<file path="src/rtl/iap_params.svh">
`ifndef UPD_PARAMS_SVH
`define UPD_PARAMS_SVH

// register indices seen by the cpu
`define REG_CTRL0         4'h0
`define REG_CTRL1         4'h1
`define REG_CTRL2         4'h2
`define REG_ADDR_LO       4'h3
`define REG_ADDR_HI       4'h4
`define REG_DATA_LO       4'h5
`define REG_DATA_HI       4'h6
`define REG_KEY1_LO       4'h7
`define REG_KEY3_HI       4'hC

// control register zero and two field positions
`define CTRL0_FLAG_BIT    7
`define CTRL0_MODE_HI     6
`define CTRL0_MODE_LO     4
`define CTRL0_TRIG_BIT    3
`define CTRL0_PSTART_BIT  2
`define CTRL0_RDEN_BIT    1
`define CTRL0_RSTART_BIT  0
`define CTRL2_CLEAR_BIT   0

// operation select codes
`define MODE_PROGRAM      3'h0
`define MODE_ERASE        3'h1
`define MODE_READ         3'h3
`define MODE_UNLOCK       3'h6

// page geometry
`define PAGE_WORDS        32
`define LAST_OFFSET       5'h1F
`define BUF_CLEAR_WORD    16'h0000

// unlock procedure window
`define CLOCK_PERIOD_NS   100
`define UNLOCK_WINDOW_NS  50000
`define UNLOCK_CYCLES     (`UNLOCK_WINDOW_NS / `CLOCK_PERIOD_NS)

// unlock key words, arbitrary values
`define KEY1_WORD         16'hA5C3
`define KEY2_WORD         16'h3C5A
`define KEY3_WORD         16'h0FF0

`endif

</file>
<file path="src/rtl/iap_pkg.sv">
package upd_pkg;

  typedef enum logic [1:0] {DEV_IDLE, DEV_ERASE, DEV_PROG, DEV_READ} dev_state_t;

  typedef enum logic [1:0] {FL_ERASE, FL_PROG, FL_READ} flash_op_t;

  typedef struct packed {
    dev_state_t         st;
    logic               flag;
    logic [2:0]         mode;
    logic               trig;
    logic               pstart;
    logic               rden;
    logic               rstart;
    logic [7:0]         ctl1;
    logic               clr;
    logic [12:0]        addr;
    logic [7:0]         dlo;
    logic [7:0]         dhi;
    logic [5:0][7:0]    key;
    logic [15:0]        tmr;
    logic [4:0]         widx;
    logic               freq;
    flash_op_t          fop;
    logic [12:0]        faddr;
    logic [15:0]        fwdata;
    logic [7:0]         rdata;
    logic [31:0][15:0]  wbuf;
  } dev_regs_t;

  typedef struct packed {
    logic               bus_wr;
    logic               bus_rd;
    logic [3:0]         baddr;
    logic [7:0]         bwdata;
    logic               rd_wait;
    logic               rsp_v;
    logic [7:0]         rsp_d;
    logic               refused;
    logic [7:0]         page;
    logic               erased_v;
    logic [7:0]         erased_pg;
    logic               rden_sh;
    logic               buf_ok;
  } host_regs_t;

endpackage

</file>
<file path="src/rtl/iap_link_if.sv">
`timescale 1ns/10ps
interface upd_link_if;
  logic        wr;
  logic        rd;
  logic [3:0]  addr;
  logic [7:0]  wdata;
  logic [7:0]  rdata;
  logic        stall;

  modport dev (
    input  wr,
    input  rd,
    input  addr,
    input  wdata,
    output rdata,
    output stall
  );

  modport fw (
    output wr,
    output rd,
    output addr,
    output wdata,
    input  rdata,
    input  stall
  );
endinterface

</file>
<file path="src/rtl/iap_dev_end.sv">
`timescale 1ns/10ps
`include "iap_params.svh"

module upd_dev_end
  import upd_pkg::*;
#(
  parameter logic [15:0] KEY1 = `KEY1_WORD,
  parameter logic [15:0] KEY2 = `KEY2_WORD,
  parameter logic [15:0] KEY3 = `KEY3_WORD
)
(
  input  wire logic               clock,
  input  wire logic               rst_n,
  upd_link_if.dev                 link,
  output      logic               fl_req,
  output      upd_pkg::flash_op_t fl_op,
  output      logic [12:0]        fl_addr,
  output      logic [15:0]        fl_wdata,
  input  wire logic               fl_ack,
  input  wire logic [15:0]        fl_rdata
);
  import upd_pkg::*;

  dev_regs_t r_ff;
  dev_regs_t nxt_r;

  logic       idle;
  logic [2:0] kidx;
  logic [2:0] new_mode;
  logic       keys_ok;
  logic       key_hit;

  assign idle    = (r_ff.st == DEV_IDLE);
  assign keys_ok = ({r_ff.key[1], r_ff.key[0]} == KEY1) &&
                   ({r_ff.key[3], r_ff.key[2]} == KEY2) &&
                   ({r_ff.key[5], r_ff.key[4]} == KEY3);
  assign key_hit = (link.addr >= `REG_KEY1_LO) && (link.addr <= `REG_KEY3_HI);

  always_comb
  begin
    nxt_r    = r_ff;
    kidx     = 3'(link.addr - `REG_KEY1_LO);
    new_mode = link.wdata[`CTRL0_MODE_HI:`CTRL0_MODE_LO];

    // one-cycle clear; a load in the same cycle lands after it
    if (r_ff.clr)
    begin
      nxt_r.wbuf = {`PAGE_WORDS{`BUF_CLEAR_WORD}};
      nxt_r.clr  = 1'b0;
    end

    // unlock procedure timer
    if (r_ff.trig)
    begin
      if (r_ff.tmr <= 16'h0001)
      begin
        nxt_r.trig = 1'b0;
        nxt_r.tmr  = 16'h0000;
      end
      else
      begin
        nxt_r.tmr = r_ff.tmr - 16'h0001;
      end
    end

    if (link.wr)
    begin
      case (link.addr)
        `REG_CTRL0:
        begin
          // software may only drop the flag
          if (!link.wdata[`CTRL0_FLAG_BIT])
          begin
            nxt_r.flag = 1'b0;
          end
          nxt_r.mode = new_mode;
          nxt_r.rden = link.wdata[`CTRL0_RDEN_BIT];
          if (link.wdata[`CTRL0_TRIG_BIT] && !r_ff.trig && new_mode == `MODE_UNLOCK)
          begin
            nxt_r.trig = 1'b1;
            nxt_r.tmr  = 16'(`UNLOCK_CYCLES);
            nxt_r.key  = '0;
          end
          // erase and program need the flag; otherwise the start bit never rises
          if (link.wdata[`CTRL0_PSTART_BIT] && idle && r_ff.flag)
          begin
            if (new_mode == `MODE_PROGRAM)
            begin
              nxt_r.pstart = 1'b1;
              nxt_r.st     = DEV_PROG;
              nxt_r.widx   = 5'h00;
              nxt_r.freq   = 1'b1;
              nxt_r.fop    = FL_PROG;
              nxt_r.faddr  = {r_ff.addr[12:5], 5'h00};
              nxt_r.fwdata = r_ff.wbuf[0];
            end
            else if (new_mode == `MODE_ERASE)
            begin
              nxt_r.pstart = 1'b1;
              nxt_r.st     = DEV_ERASE;
              nxt_r.freq   = 1'b1;
              nxt_r.fop    = FL_ERASE;
              nxt_r.faddr  = {r_ff.addr[12:5], 5'h00};
            end
          end
          // read enable must already be set from an earlier write
          if (link.wdata[`CTRL0_RSTART_BIT] && idle && r_ff.rden &&
              new_mode == `MODE_READ)
          begin
            nxt_r.rstart = 1'b1;
            nxt_r.st     = DEV_READ;
            nxt_r.freq   = 1'b1;
            nxt_r.fop    = FL_READ;
            nxt_r.faddr  = r_ff.addr;
          end
        end
        `REG_CTRL1:   nxt_r.ctl1       = link.wdata;
        `REG_CTRL2:
        begin
          if (link.wdata[`CTRL2_CLEAR_BIT])
          begin
            nxt_r.clr = 1'b1;
          end
        end
        `REG_ADDR_LO: nxt_r.addr[7:0]  = link.wdata;
        `REG_ADDR_HI: nxt_r.addr[12:8] = link.wdata[4:0];
        `REG_DATA_LO: nxt_r.dlo        = link.wdata;
        `REG_DATA_HI:
        begin
          nxt_r.dhi = link.wdata;
          // with the flag low the byte is kept but nothing moves
          if (r_ff.flag)
          begin
            nxt_r.wbuf[r_ff.addr[4:0]] = {link.wdata, r_ff.dlo};
            if (r_ff.addr[4:0] != `LAST_OFFSET)
            begin
              nxt_r.addr = r_ff.addr + 13'h0001;
            end
          end
        end
        default:
        begin
          if (link.addr >= `REG_KEY1_LO && link.addr <= `REG_KEY3_HI)
          begin
            nxt_r.key[kidx] = link.wdata;
          end
        end
      endcase
    end

    // hardware set of the flag wins over a software clear in the same cycle
    if (r_ff.trig && r_ff.mode == `MODE_UNLOCK && keys_ok)
    begin
      nxt_r.flag = 1'b1;
    end

    case (r_ff.st)
      DEV_IDLE:
      begin
      end
      DEV_PROG:
      begin
        if (fl_ack)
        begin
          if (r_ff.widx == `LAST_OFFSET)
          begin
            nxt_r.freq   = 1'b0;
            nxt_r.pstart = 1'b0;
            nxt_r.wbuf   = {`PAGE_WORDS{`BUF_CLEAR_WORD}};
            nxt_r.st     = DEV_IDLE;
          end
          else
          begin
            nxt_r.widx   = r_ff.widx + 5'h01;
            nxt_r.faddr  = {r_ff.faddr[12:5], r_ff.widx + 5'h01};
            nxt_r.fwdata = r_ff.wbuf[r_ff.widx + 5'h01];
          end
        end
      end
      DEV_ERASE:
      begin
        if (fl_ack)
        begin
          nxt_r.freq   = 1'b0;
          nxt_r.pstart = 1'b0;
          nxt_r.st     = DEV_IDLE;
        end
      end
      DEV_READ:
      begin
        if (fl_ack)
        begin
          nxt_r.freq   = 1'b0;
          nxt_r.rstart = 1'b0;
          nxt_r.dlo    = fl_rdata[7:0];
          nxt_r.dhi    = fl_rdata[15:8];
          nxt_r.st     = DEV_IDLE;
        end
      end
      default:
      begin
        nxt_r.st = DEV_IDLE;
      end
    endcase

    // read answer is registered; it shows the state before this cycle's write
    if (link.rd)
    begin
      case (link.addr)
        `REG_CTRL0:   nxt_r.rdata = {r_ff.flag, r_ff.mode, r_ff.trig, r_ff.pstart,
                                     r_ff.rden, r_ff.rstart};
        `REG_CTRL1:   nxt_r.rdata = r_ff.ctl1;
        `REG_CTRL2:   nxt_r.rdata = {7'h00, r_ff.clr};
        `REG_ADDR_LO: nxt_r.rdata = r_ff.addr[7:0];
        `REG_ADDR_HI: nxt_r.rdata = {3'h0, r_ff.addr[12:8]};
        `REG_DATA_LO: nxt_r.rdata = r_ff.dlo;
        `REG_DATA_HI: nxt_r.rdata = r_ff.dhi;
        default:      nxt_r.rdata = key_hit ? r_ff.key[kidx] : 8'h00;
      endcase
    end
  end

  always_ff @(posedge clock or negedge rst_n)
  begin
    if (!rst_n)
    begin
      r_ff <= '0;
    end
    else
    begin
      r_ff <= nxt_r;
    end
  end

  assign link.stall = !idle;
  assign link.rdata = r_ff.rdata;
  assign fl_req     = r_ff.freq;
  assign fl_op      = r_ff.fop;
  assign fl_addr    = r_ff.faddr;
  assign fl_wdata   = r_ff.fwdata;
endmodule

</file>
<file path="src/flat_wrapper.sv">
// flat-port wrapper written by rule: the top's interface ports become plain ports
module upd_dev_end_flat import upd_pkg::*;
#(
  parameter logic [15:0] KEY1 = `KEY1_WORD,
  parameter logic [15:0] KEY2 = `KEY2_WORD,
  parameter logic [15:0] KEY3 = `KEY3_WORD
)
  (clock, rst_n, fl_req, fl_op, fl_addr, fl_wdata, fl_ack, fl_rdata, link_wr, link_rd, link_addr, link_wdata, link_rdata, link_stall);
  upd_link_if link_i ();
  input  wire logic clock;
  input  wire logic rst_n;
  output      logic fl_req;
  output      upd_pkg::flash_op_t fl_op;
  output      logic [12:0] fl_addr;
  output      logic [15:0] fl_wdata;
  input  wire logic fl_ack;
  input  wire logic [15:0] fl_rdata;
  input wire logic [$bits(link_i.wr)-1:0] link_wr;
  input wire logic [$bits(link_i.rd)-1:0] link_rd;
  input wire logic [$bits(link_i.addr)-1:0] link_addr;
  input wire logic [$bits(link_i.wdata)-1:0] link_wdata;
  output wire logic [$bits(link_i.rdata)-1:0] link_rdata;
  output wire logic [$bits(link_i.stall)-1:0] link_stall;
  assign link_i.wr = link_wr;
  assign link_i.rd = link_rd;
  assign link_i.addr = link_addr;
  assign link_i.wdata = link_wdata;
  assign link_rdata = link_i.rdata;
  assign link_stall = link_i.stall;
  upd_dev_end #(.KEY1(KEY1), .KEY2(KEY2), .KEY3(KEY3)) u_core (.clock(clock), .rst_n(rst_n), .link(link_i), .fl_req(fl_req), .fl_op(fl_op), .fl_addr(fl_addr), .fl_wdata(fl_wdata), .fl_ack(fl_ack), .fl_rdata(fl_rdata));
endmodule
</file>
<file path="config.mk">
export PLATFORM = sky130hd
export DESIGN_NAME = upd_dev_end_flat
export DESIGN_NICKNAME = d
export VERILOG_FILES = /design/src/rtl/iap_pkg.sv /design/src/rtl/iap_link_if.sv /design/src/rtl/iap_dev_end.sv /design/src/flat_wrapper.sv
export VERILOG_INCLUDE_DIRS = /design/src /design/src/rtl
export SDC_FILE = /design/constraint.sdc
export NUM_CORES = 2
export LEC_CHECK = 0
export BUFFER_PORTS_ARGS = -buffer_cell sky130_fd_sc_hd__buf_2
export CORE_UTILIZATION = 30
export CTS_CLUSTER_SIZE = 12
export DETAILED_ROUTE_END_ITERATION = 6
export PLACE_DENSITY = 0.54
export SYNTH_ARGS = -nofsm -noshare
export SYNTH_HDL_FRONTEND = slang
export SYNTH_SLANG_ARGS = --single-unit
export TNS_END_PERCENT = 10
</file>
<file path="constraint.sdc">
create_clock -name clock -period 6.8 [get_ports clock]
set_input_delay 1.02 -clock clock [delete_from_list [all_inputs] [get_ports clock]]
set_output_delay 1.02 -clock clock [all_outputs]
set_load 0.03 [all_outputs]
</file>
==> impl_metrics.toml <==
[clock_network]
cts_max_path_buffers = 3
cts_tree = "yes"
cts.htree.levels = 3
cts_setup_buffers = 0
cts.sinks = 669
cts_hold_buf = 0
cts-root-buf = "clkbuf_16"
cts_inserted_buffers = 78
cts_resized = 0
clkLatencyLatePin_ns = 0.65
path_clk_slew_ns = 0.06

[sta]
maxSlewHeadroom_pct = 14.86
skew_ns = 0.03420
worst_slew_pin_slew_ns = 1.272
finalMaxSlewViolations = 0
finalSetupViolCount = 0
rsz0062_at_grt = "false"
timing.fmax_ghz = 0.2573
post-route-min-period_ns = 3.886
fin_setup_tns_ns = 0
post-route-period-util_pct = 57.15
finalHoldViolCount = 0

[pwr]
leakage_nw = 16.68
ir_drop_v = 0.0002263
pwr_density_cell_mw_per_mm2 = 311.9

[synthesis]
synthesis.area_sq_mm = 0.03478
synth-seq-cells = 669
synth_nets = 3726
avgSynthCellArea_sq_um = 9.463
async_flop_share_pct = 100.0
synth_cells = 3675
synth_enable_flop_cells = 0
synth.yosys.seq_area_share_pct = 48.14
yosys-top-cells-area = "dfrtp_1, a21oi_1, nor3b_1, mux4_2, nor2_1"
yosysTopAreaCell = "dfrtp_1"
post-synth-top-count-cell = "dfrtp_1"
netlist_top_cells_count = "dfrtp_1, a21oi_1, nor2_1"
ys.warnings.count = 0
synth_top_area_share_pct = 48.14
synth_cell_types = 77
synthFlopType = "dfrtp_1"

[grt]
grt_overflow_total = 0
grtUsageMet1_pct = 30.47
antenna_found_initial = 4
grt_pass1_vias = 27730
busiest_layer = "met2"
grt_pass1_wl_microns = 189500
met2_usage_pct = 31.76
grt_use_total_pct = 21.27
grtUsageMet3_pct = 3.817
grt_max_degree = 187

[final_layout]
synthToLayoutAreaGrowth_pct = 11.64
final_cells = 5074
fin_util_pct = 33.86
fin_nets = 3551
final_design_area_no_fill_sq_mm = 0.03882
drive_above_1_share_pct = 13.01

[detailed_routing]
route.detailed.drc = 16
via_per_inst = 5.675
first_iter_violations = 3457
first_pass_iters = 7
routedWlPerCell_microns = 24.82
wl_microns = 125900
via_count = 28790
postRouteAntennaNets = 0

[worst_setup_path]
worstPathArrival_ns = 4.38
cp-start-kind = "register"
required_ns = 7.29
crit_fanout = 31
worstSetupPathType = "register to register"
cp-end-kind = "register"

[floorplanning]
rows = 124
io_pins = 74
core_area_sq_mm = 0.1147
initial_core_util_pct = 30.33
die-area_sq_mm = 0.1173
die_w_microns = 342.5
dieHeight_microns = 342.5

[hold_path]
min_path_type = "primary input to async pin"

[place]
dpl_cell_area_sq_mm = 0.03622
detailed_place_hpwl_microns = 74470
io_buffers = 73
gp_congestion = 0.8557
dp.cells = 4932

[run_status]
violations = "DRC"
status = "complete, but fails checks"

[flow_run]
cap_violations = 0
worst paths after layout:
check	startpoint	endpoint	slack [ns]	cells past startpoint
setup / recovery	u_core.r_ff[552]	u_core.fl_wdata[11]	2.91	6
hold / removal	rst_n	u_core.r_ff[507]	0.45	1
setup reg to reg	u_core.r_ff[552]	u_core.fl_wdata[11]	2.91	6
hold reg to reg	u_core.fl_op[0]	u_core.fl_op[0]	0.49	2
max in group asynchronous	rst_n	u_core.r_ff[238]	4.82	2
min in group clock	u_core.fl_op[0]	u_core.fl_op[0]	0.49	2
critical path, stage by stage, from the launching register on:
cell	delay, ns
dfrtp_4	0.68
buf_4	0.58
buf_4	0.68
mux4_2	0.64
nor2b_1	0.16
a311oi_1	0.77
a21oi_1	0.17
registers in the layout, indices dropped and copies added, names as in the netlist:
signal and cells:
u_core.r_ff 629, u_core.fl_wdata 16, u_core.fl_addr 13, u_core.link.rdata 8, u_core.fl_op 2, u_core.fl_req 1
kinds of logic (layout without fill, tap and decap cells):
logic type,after synthesis,after routing,synth area share (%)
buffers and inverters,449,334,5.400
other,0,2,0
AND/OR/NAND/NOR,1440,1440,21.27
AO/OA/AOI/OAI,870,870,14.50
flip-flops,669,669,48.14
XOR/XNOR,13,13,0.3274
multiplexers,216,216,9.718
adder cells (fa/ha/maj),18,18,0.6476
layer usage:
layer | wire length [microns] | up-vias
met3 | 9521 | 218
met5 | 23 | -
met2 | 55500 | 1142
li1 | - | 12710
met1 | 56100 | 14720
met4 | 4779 | 4
area by class of cell:
class                   count  area (sq um)
clock inverters            19         229.0
fillers                 11640         75830
clock buffers             121          2375
well taps                1512          1892
flip-flops and latches    669         16750
diodes                      2         5.005
repair buffers            158          1089
multi-input cells        2557         16350
inverters                  36         140.1
layout by cell type (no fill, tap or decap), types with 21 or more instances in the layout:
cell and n:
buf_2 72, o21ai_0 77, nor2_1 429, dfrtp_1 666, mux4_2 94, a31oi_1 23
clkbuf_16 79, mux2i_1 89, a22oi_1 21, nand2_1 285, nor3b_1 318, nor2b_1 29
nand3_1 230, buf_4 79, mux2_2 33, a221oi_1 25, a21oi_1 550, a211oi_1 71
clkbuf_8 24, inv_1 34
power by group:
part           switching (mW)  internal (mW)
logic                    1.93           1.02
registers               0.477           4.36
clock network            1.77           2.55
total                    4.17           7.94
through the flow:
stage          hold WS, ns  total power, mW  setup WS [ns]
3_5_place_dp        0.4761            7.837          2.612
2_1_floorplan       0.4463            6.694          3.271
6_report            0.4451            12.11          2.914
3_3_place_gp        0.4708            7.818          2.654
4_1_cts             0.4722            12.17          2.857
5_1_grt             0.5009            12.55          2.796
Note: power is estimated with default switching activity, not from simulation.
